## config.mk

```make
export PLATFORM = sky130hd
export DESIGN_NAME = nhc_host
export DESIGN_NICKNAME = d
export VERILOG_FILES = /design/src/nhc_pkg.sv /design/src/nhc_fifo.sv /design/src/nhc_host.sv
export VERILOG_INCLUDE_DIRS = /design/src /design/src/src
export SDC_FILE = /design/constraint.sdc
export NUM_CORES = 1
export LEC_CHECK = 0
export BUFFER_PORTS_ARGS = -buffer_cell sky130_fd_sc_hd__clkbuf_2
export CAP_MARGIN = 20
export CORE_ASPECT_RATIO = 1.75
export CORE_MARGIN = 4
export CORE_UTILIZATION = 57
export CTS_BUF_LIST = sky130_fd_sc_hd__clkbuf_4
export DETAILED_ROUTE_END_ITERATION = 10
export PLACE_DENSITY = 0.79
export SYNTH_ARGS = -nofsm -noshare
export SYNTH_HDL_FRONTEND = slang
export SYNTH_SLANG_ARGS = --single-unit
```

## constraint.sdc

```tcl
create_clock -name clock -period 4.2 [get_ports clock]
set_input_delay 0.84 -clock clock [delete_from_list [all_inputs] [get_ports clock]]
set_output_delay 0.84 -clock clock [all_outputs]
set_load 0.01 [all_outputs]
```

## src/nhc_map.svh

```systemverilog
/*
 * Constants for the flash host controller: pin timing counts, FIFO depth
 * and address layout. Assumes a 100 MHz clock and an asynchronous flash part.
 */
// =====================================================================
`ifndef NHC_MAP_SVH
`define NHC_MAP_SVH
`define NHC_CLK_MHZ       100
`define NHC_PWRUP_NS      1000
`define NHC_PWRUP_CYC     ((`NHC_PWRUP_NS * `NHC_CLK_MHZ + 999) / 1000)
`define NHC_STROBE_NS     40
`define NHC_STROBE_CYC    ((`NHC_STROBE_NS * `NHC_CLK_MHZ + 999) / 1000)
`define NHC_ADDR_CYCLES   4
`define NHC_FIFO_DEPTH    8
`define NHC_A26_BIT       26
`endif

```

## src/nhc_pkg.sv

```systemverilog
/*
 * Types for the flash host controller.
 * Assumes nothing of its surroundings.
 */
package nhc_pkg;
    // Bus operation kind requested on the user port.
    typedef enum logic [2:0] {
        NHC_OP_CMD,
        NHC_OP_ADDR,
        NHC_OP_WRITE,
        NHC_OP_READ
    } nhc_op_e;
endpackage : nhc_pkg
```

## src/nhc_fifo.sv

```systemverilog
/*
 * Small synchronous FIFO for read data.
 * Assumes a single clock and an active-low asynchronous reset.
 */
`timescale 1ns/1ps
module nhc_fifo #(
    parameter int WIDTH = 16,
    parameter int DEPTH = 8
) (
    input  wire logic             clock,
    input  wire logic             rstn,
    input  wire logic             inValid,
    output logic                  inReady,
    input  wire logic [WIDTH-1:0] inData,
    output logic                  outValid,
    input  wire logic             outReady,
    output logic      [WIDTH-1:0] outData
);
    localparam int AW = $clog2(DEPTH);
    logic [WIDTH-1:0] mem_r [DEPTH];
    logic [AW-1:0]    wrPtr_r, wrPtr_nxt, rdPtr_r, rdPtr_nxt;
    logic [AW:0]      count_r, count_nxt;
    logic             doWr, doRd;

    // =====================================================================
    // Flags and next pointers.
    assign inReady  = (count_r != (AW+1)'(DEPTH));
    assign outValid = (count_r != '0);
    assign outData  = mem_r[rdPtr_r];
    assign doWr     = inValid && inReady;
    assign doRd     = outValid && outReady;

    // Advances pointers and count.
    always_comb begin
        wrPtr_nxt = doWr ? ((wrPtr_r == AW'(DEPTH-1)) ? '0 : wrPtr_r + 1'b1) : wrPtr_r;
        rdPtr_nxt = doRd ? ((rdPtr_r == AW'(DEPTH-1)) ? '0 : rdPtr_r + 1'b1) : rdPtr_r;
        count_nxt = count_r + (AW+1)'(doWr) - (AW+1)'(doRd);
    end

    // Registers pointers and count.
    always_ff @(posedge clock or negedge rstn) begin
        if (!rstn) begin
            wrPtr_r <= '0;
            rdPtr_r <= '0;
            count_r <= '0;
        end else begin
            wrPtr_r <= wrPtr_nxt;
            rdPtr_r <= rdPtr_nxt;
            count_r <= count_nxt;
        end
    end

    // Storage is written only; no reset needed.
    always_ff @(posedge clock) begin
        if (doWr) begin
            mem_r[wrPtr_r] <= inData;
        end
    end
endmodule : nhc_fifo

```

## src/nhc_host.sv

```systemverilog
/*
 * Host controller for an asynchronous NAND flash part. Takes command,
 * address, write and read requests and plays them out on the flash pins.
 * Assumes a 100 MHz clock; flash busy and data lanes are asynchronous.
 */
`timescale 1ns/1ps
`include "nhc_map.svh"
module nhc_host
    import nhc_pkg::*;
#(
    parameter int DW = 16
) (
    input  wire logic          clock,
    input  wire logic          rstn,
    input  wire logic          reqValid,
    output logic               reqReady,
    input  wire logic [2:0]    reqOp,
    input  wire logic [DW-1:0] reqData,
    input  wire logic [31:0]   reqAddr,
    input  wire logic          protectReq,
    output logic               rdValid,
    input  wire logic          rdReady,
    output logic      [DW-1:0] rdData,
    output logic               flashReady,
    output logic               chipSelectN,
    output logic               cmdLatch,
    output logic               addrLatch,
    output logic               inputStrobeN,
    output logic               output_strobe_n,
    output logic               programLockN,
    output logic      [DW-1:0] ioOut,
    output logic               ioOe,
    input  wire logic [DW-1:0] ioIn,
    input  wire logic          busy_flag_n
);
    localparam logic [7:0] STROBE_CYC = 8'(`NHC_STROBE_CYC);
    localparam logic [7:0] PWRUP_CYC  = 8'(`NHC_PWRUP_CYC);

    typedef enum logic [2:0] {S_POWER, S_IDLE, S_SETUP, S_LOW, S_HIGH} nhc_state_e;

    nhc_state_e    state_r, state_nxt;
    logic [7:0]    cnt_r, cnt_nxt;
    logic [1:0]    addrIdx_r, addrIdx_nxt;
    nhc_op_e       op_r, op_nxt;
    logic [DW-1:0] ioOut_r, ioOut_nxt;
    logic [31:0]   addr_r, addr_nxt;
    logic          cle_r, cle_nxt, ale_r, ale_nxt, weN_r, weN_nxt, reN_r, reN_nxt;
    logic          oe_r, oe_nxt, ceN_r, ceN_nxt, lockN_r, lockN_nxt;
    logic [DW-1:0] ioS1_r, ioS2_r;
    logic          bsyS1_r, bsyS2_r;
    logic          fifoReady, pushRead;

    // =====================================================================
    // Input synchronisers for the data lanes and the busy line.
    always_ff @(posedge clock or negedge rstn) begin
        if (!rstn) begin
            ioS1_r  <= '0;
            ioS2_r  <= '0;
            bsyS1_r <= 1'b0;
            bsyS2_r <= 1'b0;
        end else begin
            ioS1_r  <= ioIn;
            ioS2_r  <= ioS1_r;
            bsyS1_r <= busy_flag_n;
            bsyS2_r <= bsyS1_r;
        end
    end

    // =====================================================================
    // Read data buffer; a full buffer stalls the next read strobe.
    nhc_fifo #(.WIDTH(DW), .DEPTH(`NHC_FIFO_DEPTH)) u_fifo (
        .clock    (clock),
        .rstn     (rstn),
        .inValid  (pushRead),
        .inReady  (fifoReady),
        .inData   (ioS2_r),
        .outValid (rdValid),
        .outReady (rdReady),
        .outData  (rdData)
    );

    assign flashReady      = bsyS2_r;
    assign reqReady        = (state_r == S_IDLE) && !(reqValid && nhc_op_e'(reqOp) == NHC_OP_READ && !fifoReady);
    // Data reaching the FIFO on the first high cycle was sampled while the read strobe was still low.
    assign pushRead        = (state_r == S_HIGH) && (op_r == NHC_OP_READ) && (cnt_r == STROBE_CYC);
    assign chipSelectN     = ceN_r;
    assign cmdLatch        = cle_r;
    assign addrLatch       = ale_r;
    assign inputStrobeN    = weN_r;
    assign output_strobe_n = reN_r;
    assign programLockN    = lockN_r;
    assign ioOut           = ioOut_r;
    assign ioOe            = oe_r;

    // =====================================================================
    // Bus cycle sequencer: set up strobes, pulse low, hold high.
    always_comb begin
        state_nxt   = state_r;
        cnt_nxt     = (cnt_r != '0) ? cnt_r - 8'd1 : cnt_r;
        addrIdx_nxt = addrIdx_r;
        op_nxt      = op_r;
        ioOut_nxt   = ioOut_r;
        addr_nxt    = addr_r;
        cle_nxt     = cle_r;
        ale_nxt     = ale_r;
        weN_nxt     = weN_r;
        reN_nxt     = reN_r;
        oe_nxt      = oe_r;
        ceN_nxt     = ceN_r;
        lockN_nxt   = protectReq ? 1'b0 : 1'b1;
        unique case (state_r)
            S_POWER: begin
                lockN_nxt = 1'b0;
                weN_nxt   = 1'b1;
                if (cnt_r == '0) begin
                    state_nxt = S_IDLE;
                end
            end
            S_IDLE: begin
                ceN_nxt = 1'b0;
                oe_nxt  = 1'b0;
                if (reqValid && reqReady) begin
                    op_nxt      = nhc_op_e'(reqOp);
                    addr_nxt    = reqAddr;
                    addrIdx_nxt = '0;
                    state_nxt   = S_SETUP;
                    cnt_nxt     = STROBE_CYC;
                    cle_nxt     = (nhc_op_e'(reqOp) == NHC_OP_CMD);
                    ale_nxt     = (nhc_op_e'(reqOp) == NHC_OP_ADDR);
                    oe_nxt      = (nhc_op_e'(reqOp) != NHC_OP_READ);
                    unique case (nhc_op_e'(reqOp))
                        NHC_OP_CMD:   ioOut_nxt = DW'(reqData[7:0]);
                        NHC_OP_ADDR:  ioOut_nxt = DW'(reqAddr[7:0]);
                        default:      ioOut_nxt = reqData;
                    endcase
                end
            end
            S_SETUP: begin
                if (cnt_r == '0) begin
                    state_nxt = S_LOW;
                    cnt_nxt   = STROBE_CYC;
                    if (op_r == NHC_OP_READ) begin
                        reN_nxt = 1'b0;
                    end else begin
                        weN_nxt = 1'b0;
                    end
                end
            end
            S_LOW: begin
                if (cnt_r == '0) begin
                    state_nxt = S_HIGH;
                    cnt_nxt   = STROBE_CYC;
                    weN_nxt   = 1'b1;
                    reN_nxt   = 1'b1;
                end
            end
            S_HIGH: begin
                if (cnt_r == '0) begin
                    if (op_r == NHC_OP_ADDR && addrIdx_r != 2'(`NHC_ADDR_CYCLES - 1)) begin
                        addrIdx_nxt = addrIdx_r + 2'd1;
                        state_nxt   = S_SETUP;
                        cnt_nxt     = STROBE_CYC;
                        unique case (addrIdx_r)
                            2'd0:    ioOut_nxt = DW'(addr_r[16:9]);
                            2'd1:    ioOut_nxt = DW'(addr_r[24:17]);
                            default: ioOut_nxt = DW'(addr_r[`NHC_A26_BIT:25]);
                        endcase
                    end else begin
                        cle_nxt   = 1'b0;
                        ale_nxt   = 1'b0;
                        oe_nxt    = 1'b0;
                        state_nxt = S_IDLE;
                    end
                end
            end
            default: state_nxt = S_IDLE;
        endcase
    end

    // Registers sequencer state and pin levels.
    always_ff @(posedge clock or negedge rstn) begin
        if (!rstn) begin
            state_r   <= S_POWER;
            cnt_r     <= PWRUP_CYC;
            addrIdx_r <= '0;
            op_r      <= NHC_OP_CMD;
            ioOut_r   <= '0;
            addr_r    <= '0;
            cle_r     <= 1'b0;
            ale_r     <= 1'b0;
            weN_r     <= 1'b1;
            reN_r     <= 1'b1;
            oe_r      <= 1'b0;
            ceN_r     <= 1'b1;
            lockN_r   <= 1'b0;
        end else begin
            state_r   <= state_nxt;
            cnt_r     <= cnt_nxt;
            addrIdx_r <= addrIdx_nxt;
            op_r      <= op_nxt;
            ioOut_r   <= ioOut_nxt;
            addr_r    <= addr_nxt;
            cle_r     <= cle_nxt;
            ale_r     <= ale_nxt;
            weN_r     <= weN_nxt;
            reN_r     <= reN_nxt;
            oe_r      <= oe_nxt;
            ceN_r     <= ceN_nxt;
            lockN_r   <= lockN_nxt;
        end
    end

    // =====================================================================
    // Checks on the pin sequencing.
    property p_no_double_latch;
        @(posedge clock) disable iff (!rstn) !(cmdLatch && addrLatch);
    endproperty
    a_no_double_latch: assert property (p_no_double_latch) else $error("both latch strobes high");

    property p_read_no_drive;
        @(posedge clock) disable iff (!rstn) !output_strobe_n |-> !ioOe && !cmdLatch && !addrLatch && inputStrobeN;
    endproperty
    a_read_no_drive: assert property (p_read_no_drive) else $error("drive during read strobe");

    property p_write_setup;
        @(posedge clock) disable iff (!rstn) $fell(inputStrobeN) |-> ioOe && !chipSelectN && output_strobe_n;
    endproperty
    a_write_setup: assert property (p_write_setup) else $error("write strobe without setup");

    property p_strobe_width;
        @(posedge clock) disable iff (!rstn) $fell(inputStrobeN) |-> !inputStrobeN [*4];
    endproperty
    a_strobe_width: assert property (p_strobe_width) else $error("write strobe too short");

    property p_lock_follows;
        @(posedge clock) disable iff (!rstn) (state_r != S_POWER && protectReq) |=> !programLockN;
    endproperty
    a_lock_follows: assert property (p_lock_follows) else $error("lock not applied");

    property p_addr_low_lanes;
        @(posedge clock) disable iff (!rstn) (addrLatch && ioOe) |-> ioOut[DW-1:8] == '0;
    endproperty
    a_addr_low_lanes: assert property (p_addr_low_lanes) else $error("upper lanes used for address");

    property p_powerup_quiet;
        @(posedge clock) disable iff (!rstn) (state_r == S_POWER) |-> inputStrobeN && !programLockN;
    endproperty
    a_powerup_quiet: assert property (p_powerup_quiet) else $error("activity during power-up wait");

    property p_select_held;
        @(posedge clock) disable iff (!rstn) (state_r != S_POWER && $past(state_r) != S_POWER) |-> !chipSelectN;
    endproperty
    a_select_held: assert property (p_select_held) else $error("select released");
endmodule : nhc_host

```

==> insert_results.sql, run 1 <==
INSERT INTO impl_metrics (metric_group, metric, value, unit) VALUES
('status', 'outcome', 'completed', ''),
('synth', 'synth_top_family_by_area', 'multiplexers', ''),
('worst_setup_path', 'startpoint_of_the_worst_setup_timing_path', 'u_fifo.rdPtr_r[0]', ''),
('floorplan', 'placement_rows', '61', ''),
('routing', 'first_drt_pass_iteration_count', '4', ''),
('worst_setup_path', 'start_kind', 'register', ''),
('power_and_ir_drop', 'power_density', '493', 'nW/µm²'),
('grt', 'grt_pass1_vias', '5988', ''),
('power_and_ir_drop', 'switching_share', '26.4', '%'),
('routing', 'wl_per_cell', '18.3', 'µm'),
('synth', 'synthArstFlopShare', '44.1', '%'),
('sta', 'rsz0062_at_grt', 'false', ''),
('sta', 'fmax', '0.282', 'GHz'),
('worst_setup_path', 'crit-reg2reg-capture', 'u_fifo.mem_r[4][8]', ''),
('worst_hold_path', 'timing.hold.worst.start', 'ioS1_r[6]', ''),
('synth', 'synth.lib_cells_used.distinct', '53', ''),
('synth', 'netlist_area', '9150', 'µm²'),
('worst_setup_path', 'worstPathRequired', '3.36', 'ns'),
('sta', 'fin_skew', '0.0617', 'ns'),
('floorplan', 'die_area', '18200', 'µm²'),
('synth', 'synth-seq-cells', '229', ''),
('synth', 'yosys_most_used_dff', 'edfxtp_1', ''),
('place', 'detailedPlacementHpwl', '11500', 'µm'),
('floorplan', 'horizontal_extent_of_the_die', '104', 'µm'),
('worst_setup_path', 'rr_worst_depth', '4', ''),
('clock_tree', 'clock_latency', '0.64', 'ns'),
('clock_tree', 'cts.root.buffer_cell', 'clkbuf_4', ''),
('place', 'placement.cell_area', '9980', 'µm²'),
('synth', 'yosysSeqAreaShare', '69.7', '%'),
('routing', 'totalWireLength', '17600', 'µm'),
('clock_tree', 'clkSinkCount', '229', ''),
('sta', 'timing.final.max_slew_violations', '0', ''),
('routing', 'postRouteAntennaNets', '0', ''),
('routing', 'detail_route.iter0.violations', '234', ''),
('grt', 'grt_usage', '20.3', '%'),
('clock_tree', 'cts_tree', 'built', ''),
('floorplan', 'initial_utilization', '57.9', '%'),
('worst_setup_path', 'cp_max_fo', '23', ''),
('worst_hold_path', 'timing.hold.worst.class', 'register to register', ''),
('synth', 'synth_area_leaders', 'edfxtp_1 42%, dfrtp_1 26%, mux4_2 7.9%', ''),
('worst_setup_path', 'setup.worst_path.class', 'register to output pin', ''),
('synth', 'synth_enable_flop_cells', '128', ''),
('synth', 'syn-mean-instance-area', '15.7', 'µm²'),
('synth', 'mapped_cells', '582', ''),
('power_and_ir_drop', 'ir_worst_vdd', '0.000241', 'V'),
('power_and_ir_drop', 'p_int', '3.86', 'mW'),
('clock_tree', 'post-cts-setup-buffer-count', '0', ''),
('synth', 'yosys.area_share.xor_xnor', '0.478', '%'),
('floorplan', 'core_area', '15800', 'µm²'),
('grt', 'number_of_antenna_violations_at_the_first_check_in_global_routing', '1', ''),
('place', 'port_buffers', '108', ''),
('sta', 'min_period_over_period', '84.5', '%'),
('clock_tree', 'clk_transition_reported_paths', '0.07', 'ns'),
('power_and_ir_drop', 'cellLeakagePower', '4.33', 'nW'),
('sta', 'final-hold-violation-count', '0', ''),
('synth', 'synth.top_cell.area_share', '42.0', '%'),
('synth', 'synth-adder-area-share', '2.41', '%'),
('synth', 'yosys.area.top_type', 'edfxtp_1', ''),
('sta', 'hold_ws', '0.299', 'ns'),
('routing', 'num_vias', '5413', ''),
('finish', 'area.growth.synth_to_final', '16.2', '%'),
('clock_tree', 'cts_resized', '0', ''),
('synth', 'synth-compound-area-share', '3.96', '%'),
('floorplan', 'top_level_ports', '115', ''),
('worst_setup_path', 'timing.critical_path.to_type', 'output pin', ''),
('worst_setup_path', 'wp_data_arrival', '2.71', 'ns'),
('power_and_ir_drop', 'p_clk_share', '31.7', '%'),
('grt', 'grt_start_max_net_pins', '62', ''),
('synth', 'synth-simple-area-share', '7.53', '%'),
('grt', 'grt-ovfl-total', '0', ''),
('clock_tree', 'clock_tree.buffer_depth', '3', '');
cell usage after synthesis (all sizes together), types with 4 or more instances:
library cell,n
a211oi,4
a21oi,16
a221oi,7
and2,4
buf,10
clkbuf,17
dfrtp,95
dfstp,6
edfxtp,128
ha,16
inv,26
mux2,29
mux2i,19
mux4,32
nand2,84
nand3,7
nor2,16
nor3,8
nor4b,4
o21ai,8
flip-flops by register name (all words and copies together) (netlist names), 2 cells and up:
register	count
u_fifo.count_r	4
addr_r	18
u_fifo.mem_r	128
ioS1_r	16
ioOut	16
state_r	3
addrIdx_r	2
cnt_r	8
u_fifo.rdPtr_r	3
ioS2_r	16
u_fifo.wrPtr_r	3
op_r	3
placed cells by master (no fill, tap or decap), types with 3 or more instances in the layout:
cell type,synthesis,final
a211oi_1,4,4
a21o_1,3,3
a21oi_1,16,16
a221oi_1,6,6
and2_1,4,4
buf_4,1,16
clkbuf_2,0,107
clkbuf_4,0,77
clkinv_1,0,14
clkinv_2,0,3
dfrtp_1,95,94
dfstp_2,6,6
edfxtp_1,128,128
ha_1,16,16
inv_1,25,25
mux2_2,28,28
mux2i_1,19,19
mux4_2,32,32
nand2_1,84,84
nand2b_1,3,3
nand3_1,7,7
nand3b_1,3,3
nand4_1,3,3
nor2_1,16,16
nor2b_1,3,3
nor3_1,7,3
nor3_4,0,4
nor4b_1,3,3
o21ai_0,8,8
o31ai_1,3,3
xnor2_1,3,3
cell families (layout without fill, tap and decap cells):
| group | after synthesis | count (layout) |
|---|---|---|
| flip-flops | 229 | 229 |
| AND/OR/NAND/NOR | 146 | 146 |
| multiplexers | 80 | 80 |
| buffers and inverters | 53 | 244 |
| AO/OA/AOI/OAI | 52 | 52 |
| adder cells (fa/ha/maj) | 17 | 17 |
| XOR/XNOR | 5 | 5 |
| other | 0 | 1 |
power by group through the flow:
stage          clock network, mW  registers, mW  logic (mW)
5_1_grt                     1.84           2.59        1.10
6_report                    1.66           2.57        1.01
4_1_cts                     1.73           2.58        1.03
3_3_place_gp                   0           2.62       0.997
2_1_floorplan                  0           2.51       0.798
3_5_place_dp                   0           2.62        1.03
final cells by class:
cell class,instances,area [µm²]
flip-flops and latches,229,6380
fillers,1104,5160
multi-input cells,300,2610
repair buffers,123,656
clock buffers,77,578
well taps,189,236
inverters,26,97.6
clock inverters,18,75.1
diodes,1,2.50
critical path, cell delays in order (launching register included):
cell and delay (ns):
dfrtp_2 0.83, buf_4 0.32, mux4_2 0.52, mux2_2 0.28, clkbuf_2 0.14
metrics by stage:
stage,utilization [%],cells,worst slack [ns],power [mW]
2_1_floorplan,-,582,0.780,3.31
3_3_place_gp,63.2,867,1.20,3.61
3_5_place_dp,63.2,867,1.09,3.65
4_1_cts,67.3,962,0.560,5.33
5_1_grt,67.3,963,0.419,5.54
6_report,67.3,963,0.649,5.24
how the worst min path moves through the flow:
stage,endpoint,cells after the start
6_report,ioS2_r[6],0
5_1_grt,ioS1_r[15],1
4_1_cts,ioS1_r[15],1
3_5_place_dp,ioS2_r[1],0
3_3_place_gp,flashReady,0
2_1_floorplan,flashReady,0
metal layers:
metal | vias to the layer above | part of all wire (%) | GRT usage (%)
li1 | 2484 | - | -
met1 | 2686 | 36 | 23.2
met2 | 203 | 56 | 37.3
met3 | 40 | 5.3 | 3.94
met4 | 0 | 2.4 | 8.60
met5 | - | 0 | 0
No activity file was read; power rests on OpenSTA's default activity.
==> run 2: changes to the inputs <==
==> constraint.sdc (replaced) <==
create_clock -name clock -period 3.63 [get_ports clock]
set_input_delay 0.726 -clock clock [delete_from_list [all_inputs] [get_ports clock]]
set_output_delay 0.726 -clock clock [all_outputs]
set_load 0.01 [all_outputs]
==> insert_results.sql, run 2 (synthesis results as in run 1) <==
INSERT INTO impl_metrics (metric_group, metric, value, unit) VALUES
('status', 'outcome', 'completed', ''),
('place', 'detailedPlacementHpwl', '11600', 'µm'),
('routing', 'postRouteAntennaNets', '0', ''),
('worst_hold_path', 'timing.hold.worst.class', 'input pin to async pin', ''),
('finish', 'final_cell_mix', '128 x edfxtp_1, 107 x clkbuf_2, 94 x dfrtp_1, 84 x nand2_1, 80 x clkbuf_4', ''),
('power_and_ir_drop', 'switching_share', '25.6', '%'),
('place', 'placement.cell_area', '9970', 'µm²'),
('sta', 'hold_ws', '0.183', 'ns'),
('worst_setup_path', 'crit-reg2reg-capture', 'ioOut[12]', ''),
('clock_tree', 'cts_tree', 'built', ''),
('place', 'place.detailed.instances', '868', ''),
('sta', 'slew_headroom', '31.9', '%'),
('grt', 'grt-ovfl-total', '0', ''),
('finish', 'largest-register', 'u_fifo.mem_r', ''),
('sta', 'setup_viol', '0', ''),
('power_and_ir_drop', 'proportion_of_power_drawn_by_combinational_gates', '19.6', '%'),
('floorplan', 'core_area', '15800', 'µm²'),
('sta', 'tns_setup', '0', 'ns'),
('power_and_ir_drop', 'p_int', '4.64', 'mW'),
('worst_setup_path', 'worstSetupEndpoint', 'rdData[9]', ''),
('finish', 'layout_top_registers', 'u_fifo.mem_r x128, addr_r x18', ''),
('power_and_ir_drop', 'cellLeakagePower', '4.37', 'nW'),
('clock_tree', 'clock_latency', '0.63', 'ns'),
('finish', 'post_layout_nonfiller_instances', '960', ''),
('sta', 'finalCriticalPeriod', '3.19', 'ns'),
('worst_setup_path', 'rr_worst_depth', '8', ''),
('place', 'port_buffers', '108', ''),
('power_and_ir_drop', 'totalPowerFinal', '6.23', 'mW'),
('floorplan', 'initial_utilization', '57.9', '%'),
('worst_setup_path', 'timing.critical_path.to_type', 'output pin', ''),
('clock_tree', 'cts.root.buffer_cell', 'clkbuf_4', ''),
('worst_setup_path', 'worstReg2RegStart', 'cnt_r[0]', ''),
('clock_tree', 'cts.hold.buffers_added', '0', ''),
('finish', 'nets', '821', ''),
('worst_setup_path', 'cp_max_fo', '25', ''),
('routing', 'detail_route.iter0.violations', '188', ''),
('worst_setup_path', 'worstPathRequired', '2.90', 'ns'),
('floorplan', 'horizontal_extent_of_the_die', '104', 'µm'),
('floorplan', 'die_area', '18200', 'µm²'),
('sta', 'timing.final.max_slew_violations', '0', ''),
('finish', 'largest_register_ffs', '128', ''),
('routing', 'via_per_inst', '5.61', ''),
('routing', 'num_vias', '5387', ''),
('finish', 'design_area', '10700', 'µm²'),
('power_and_ir_drop', 'pwr-share-seq', '47.3', '%'),
('grt', 'grt_usage', '20.9', '%'),
('finish', 'leading_cell_type_in_the_layout_fill_and_taps_excluded', 'edfxtp_1', ''),
('clock_tree', 'cts_resized', '0', ''),
('worst_setup_path', 'startpoint_of_the_worst_setup_timing_path', 'u_fifo.rdPtr_r[1]', ''),
('clock_tree', 'clk_transition_reported_paths', '0.07', 'ns'),
('floorplan', 'chipHeight', '176', 'µm'),
('sta', 'timing_worst_slew_pin_value', '1.02', 'ns'),
('worst_setup_path', 'start_kind', 'register', ''),
('routing', 'wl_per_cell', '18.8', 'µm'),
('finish', 'final_layout_size_suffix_gt1_share', '37.4', '%'),
('routing', 'detail_route.drc_violations', '0', ''),
('sta', 'fmax', '0.314', 'GHz'),
('power_and_ir_drop', 'net_switching_power_figure', '1.60', 'mW'),
('grt', 'grt_pass1_vias', '6076', ''),
('power_and_ir_drop', 'power_density', '584', 'nW/µm²'),
('place', 'gp_congestion', '0.788', ''),
('clock_tree', 'cts_inserted_buffers', '50', ''),
('worst_setup_path', 'setup.worst_path.class', 'register to output pin', ''),
('worst_setup_path', 'wp_data_arrival', '2.46', 'ns'),
('clock_tree', 'clock_tree.buffer_depth', '3', ''),
('power_and_ir_drop', 'p_clk_share', '33.1', '%'),
('floorplan', 'top_level_ports', '115', ''),
('grt', 'grt_start_max_net_pins', '60', ''),
('job', 'maxCapViolCount', '0', ''),
('power_and_ir_drop', 'ir_worst_vdd', '0.000290', 'V'),
('sta', 'min_period_over_period', '87.8', '%'),
('finish', 'area.growth.synth_to_final', '16.6', '%'),
('sta', 'final-hold-violation-count', '0', ''),
('clock_tree', 'ctsHtreeMaxLevel', '2', ''),
('clock_tree', 'post-cts-setup-buffer-count', '0', ''),
('sta', 'fin_skew', '0.0399', 'ns'),
('clock_tree', 'clkSinkCount', '229', ''),
('routing', 'first_drt_pass_iteration_count', '5', ''),
('floorplan', 'placement_rows', '61', ''),
('worst_setup_path', 'setup.reg_to_reg.worst_slack', '0.75', 'ns'),
('grt', 'grt_first_pass_wirelength', '30400', 'µm'),
('routing', 'totalWireLength', '18000', 'µm'),
('sta', 'rsz0062_at_grt', 'false', ''),
('grt', 'number_of_antenna_violations_at_the_first_check_in_global_routing', '1', '');
## run 2: critical path, stage by stage (launching register included)
cell	delay, ns
dfrtp_1	0.60
buf_4	0.43
mux4_2	0.37
mux2_2	0.31
clkbuf_2	0.14
## run 2: power groups by stage
stage,sequential [mW],clock [mW],combinational [mW]
global placement,3.00,0,1.19
floorplan,2.91,0,0.923
detailed placement,3.01,0,1.24
finish,2.95,2.07,1.22
global route,2.97,2.27,1.34
CTS,2.95,2.14,1.26
## run 2: area by class of cell
class	count	area (µm²)
Sequential cell	229	6380
Multi-Input combinational cell	300	2580
Fill cell	1116	5120
Tap cell	189	236
Timing Repair Buffer	124	676
Antenna cell	1	2.50
Clock buffer	80	601
Inverter	26	97.6
Clock inverter	11	96.3
## run 2: layer usage
| layer | up-vias | track usage, % | wire length, µm |
|---|---|---|---|
| li1 | 2486 | - | - |
| met1 | 2695 | 24.0 | 6490 |
| met2 | 182 | 39.5 | 10300 |
| met3 | 24 | 4.01 | 1020 |
| met4 | 0 | 6.60 | 260 |
| met5 | - | 0 | 0 |
## run 2: how the worst min path moves through the flow
stage               slack, ns        from         end
floorplan                0.33     bsyS1_r  flashReady
global placement         0.33     bsyS1_r  flashReady
detailed placement       0.33  ioS1_r[15]  ioS2_r[15]
CTS                      0.16     ioIn[6]   ioS1_r[6]
global route             0.15     ioIn[6]   ioS1_r[6]
finish                   0.18        rstn  addr_r[21]
## run 2: per-stage QoR
| stage | setup WS [ns] | util [%] |
|---|---|---|
| finish | 0.444 | 67.6 |
| global route | 0.281 | 67.6 |
| CTS | 0.319 | 67.5 |
| detailed placement | 0.709 | 63.1 |
| global placement | 0.883 | 63.1 |
| floorplan | 0.210 | - |
==> run 3: changes to the inputs <==
--- a/config.mk
+++ b/config.mk
@@ -10,10 +10,10 @@
 export CAP_MARGIN = 20
 export CORE_ASPECT_RATIO = 1.75
 export CORE_MARGIN = 4
-export CORE_UTILIZATION = 57
+export CORE_UTILIZATION = 60
 export CTS_BUF_LIST = sky130_fd_sc_hd__clkbuf_4
 export DETAILED_ROUTE_END_ITERATION = 10
-export PLACE_DENSITY = 0.79
+export PLACE_DENSITY = 0.82
 export SYNTH_ARGS = -nofsm -noshare
 export SYNTH_HDL_FRONTEND = slang
 export SYNTH_SLANG_ARGS = --single-unit
==> insert_results.sql, run 3 (synthesis results as in run 1) <==
INSERT INTO impl_metrics (metric_group, metric, value, unit) VALUES
('status', 'outcome', 'completed', ''),
('worst_hold_path', 'timing.hold.worst.class', 'input pin to async pin', ''),
('grt', 'grt_usage', '21.6', '%'),
('sta', 'finalCriticalPeriod', '3.19', 'ns'),
('power_and_ir_drop', 'ir_worst_vdd', '0.000385', 'V'),
('sta', 'min_period_over_period', '88.0', '%'),
('finish', 'final_cell_mix', '128 x edfxtp_1, 107 x clkbuf_2, 94 x dfrtp_1, 84 x nand2_1, 79 x clkbuf_4', ''),
('power_and_ir_drop', 'switching_share', '25.5', '%'),
('worst_setup_path', 'timing.critical_path.to_type', 'output pin', ''),
('clock_tree', 'cts.root.buffer_cell', 'clkbuf_4', ''),
('finish', 'post_layout_nonfiller_instances', '953', ''),
('clock_tree', 'ctsHtreeMaxLevel', '2', ''),
('finish', 'nets', '819', ''),
('routing', 'detail_route.iter0.violations', '238', ''),
('worst_setup_path', 'rr_worst_depth', '8', ''),
('routing', 'totalWireLength', '17700', 'µm'),
('worst_setup_path', 'cp_max_fo', '13', ''),
('clock_tree', 'cts_inserted_buffers', '48', ''),
('grt', 'grt_pass1_vias', '5948', ''),
('clock_tree', 'cts_resized', '0', ''),
('finish', 'area.growth.synth_to_final', '16.3', '%'),
('sta', 'fin_skew', '0.0163', 'ns'),
('finish', 'layout_top_registers', 'u_fifo.mem_r x128, addr_r x18', ''),
('clock_tree', 'clkSinkCount', '229', ''),
('finish', 'largest-register', 'u_fifo.mem_r', ''),
('place', 'port_buffers', '108', ''),
('sta', 'setup_viol', '0', ''),
('floorplan', 'horizontal_extent_of_the_die', '101', 'µm'),
('power_and_ir_drop', 'power_density', '575', 'nW/µm²'),
('power_and_ir_drop', 'cellLeakagePower', '4.36', 'nW'),
('floorplan', 'top_level_ports', '115', ''),
('finish', 'regArea', '6380', 'µm²'),
('routing', 'wl_per_cell', '18.5', 'µm'),
('power_and_ir_drop', 'p_int', '4.56', 'mW'),
('routing', 'num_vias', '5398', ''),
('clock_tree', 'post-cts-setup-buffer-count', '0', ''),
('worst_setup_path', 'setup.worst_path.class', 'register to output pin', ''),
('floorplan', 'placement_rows', '59', ''),
('floorplan', 'die_area', '17400', 'µm²'),
('worst_setup_path', 'start_kind', 'register', ''),
('floorplan', 'chipHeight', '171', 'µm'),
('clock_tree', 'cts.hold.buffers_added', '0', ''),
('finish', 'largest_register_ffs', '128', ''),
('routing', 'detail_route.drc_violations', '0', ''),
('routing', 'first_drt_pass_iteration_count', '4', ''),
('sta', 'tns_setup', '0', 'ns'),
('grt', 'grt_start_max_net_pins', '102', ''),
('clock_tree', 'clock_tree.buffer_depth', '3', ''),
('floorplan', 'core_area', '14900', 'µm²'),
('sta', 'rsz0062_at_grt', 'false', ''),
('worst_setup_path', 'wp_data_arrival', '2.47', 'ns'),
('sta', 'timing_worst_slew_pin_value', '1.02', 'ns'),
('sta', 'fmax', '0.313', 'GHz'),
('grt', 'grt_first_pass_wirelength', '29000', 'µm'),
('clock_tree', 'cts_tree', 'built', ''),
('power_and_ir_drop', 'p_clk_share', '31.9', '%'),
('power_and_ir_drop', 'pwr-share-seq', '48.1', '%'),
('finish', 'multi_input_comb_area', '2580', 'µm²'),
('place', 'gp_congestion', '0.803', ''),
('finish', 'design_area', '10600', 'µm²'),
('place', 'placement.cell_area', '9980', 'µm²'),
('clock_tree', 'clk_transition_reported_paths', '0.07', 'ns'),
('worst_setup_path', 'worstPathRequired', '2.90', 'ns'),
('floorplan', 'initial_utilization', '61.4', '%'),
('grt', 'grt-ovfl-total', '0', ''),
('power_and_ir_drop', 'proportion_of_power_drawn_by_combinational_gates', '20.1', '%'),
('sta', 'timing.final.max_slew_violations', '0', ''),
('finish', 'fillers', '987', ''),
('finish', 'final_layout_size_suffix_gt1_share', '37.2', '%'),
('sta', 'final-hold-violation-count', '0', ''),
('power_and_ir_drop', 'net_switching_power_figure', '1.56', 'mW'),
('grt', 'number_of_antenna_violations_at_the_first_check_in_global_routing', '1', ''),
('routing', 'postRouteAntennaNets', '0', ''),
('clock_tree', 'clock_latency', '0.60', 'ns'),
('routing', 'via_per_inst', '5.66', ''),
('sta', 'slew_headroom', '31.9', '%'),
('place', 'detailedPlacementHpwl', '11600', 'µm'),
('finish', 'leading_cell_type_in_the_layout_fill_and_taps_excluded', 'edfxtp_1', ''),
('job', 'maxCapViolCount', '0', ''),
('place', 'place.detailed.instances', '862', '');
[run 3: cell count changes in the layout (fill, tap and decap cells not counted)]
cell | previous run | this run
clkbuf_4 | 80 | 79
buf_12 | 1 | 2
clkinv_1 | 7 | 8
buf_4 | 16 | 15
bufinv_16 | 2 | 1
[run 3: power by group through the flow]
| stage | sequential [mW] | clock, mW | combinational, mW |
|---|---|---|---|
| 4_1_cts | 2.95 | 2.01 | 1.26 |
| 6_report | 2.94 | 1.95 | 1.23 |
| 2_1_floorplan | 2.91 | 0 | 0.923 |
| 5_1_grt | 2.96 | 2.15 | 1.35 |
| 3_3_place_gp | 3.00 | 0 | 1.19 |
| 3_5_place_dp | 3.00 | 0 | 1.25 |
[run 3: worst paths after layout]
path	start	to	slack (ns)
setup / recovery	u_fifo.rdPtr_r[0]	rdData[8]	0.44
hold / removal	rstn	ioOut[4]	0.16
setup reg to reg	cnt_r[0]	ioOut[14]	0.78
hold reg to reg	ioS1_r[10]	ioS2_r[10]	0.34
max in group asynchronous	rstn	ioS2_r[8]	3.01
min in group clock	ioIn[6]	ioS1_r[6]	0.23
[run 3: cell type report]
cell class / count / share of cell area [%]
inverter: 26 / 0.917
timing repair buffer: 124 / 6.46
clock buffer: 79 / 5.57
antenna: 1 / 0.0235
sequential: 229 / 59.9
tap: 183 / 2.15
clock inverter: 11 / 0.658
multi-input combinational: 300 / 24.3
[run 3: routing by layer]
layer  GRT usage [%]  part of all wire [%]  vias up
li1                -                     -     2477
met2            39.5                    57      174
met1            24.8                    36     2728
met4            7.93                   1.7        0
met5               0                     0        -
met3            4.10                   5.5       19
[run 3: stage by stage]
stage | total power, mW | hold WS [ns] | utilization (%) | setup WS (ns)
6_report | 6.12 | 0.164 | 71.4 | 0.437
5_1_grt | 6.46 | 0.185 | 71.4 | 0.273
4_1_cts | 6.21 | 0.177 | 71.4 | 0.365
3_5_place_dp | 4.25 | 0.336 | 66.9 | 0.774
3_3_place_gp | 4.19 | 0.333 | 66.9 | 0.911
2_1_floorplan | 3.83 | 0.331 | - | 0.210
[run 3: critical path, stage by stage, from the launching register on]
cell and delay (ns):
dfrtp_2 0.62, buf_4 0.30, mux4_2 0.52, mux2_2 0.30, clkbuf_2 0.13
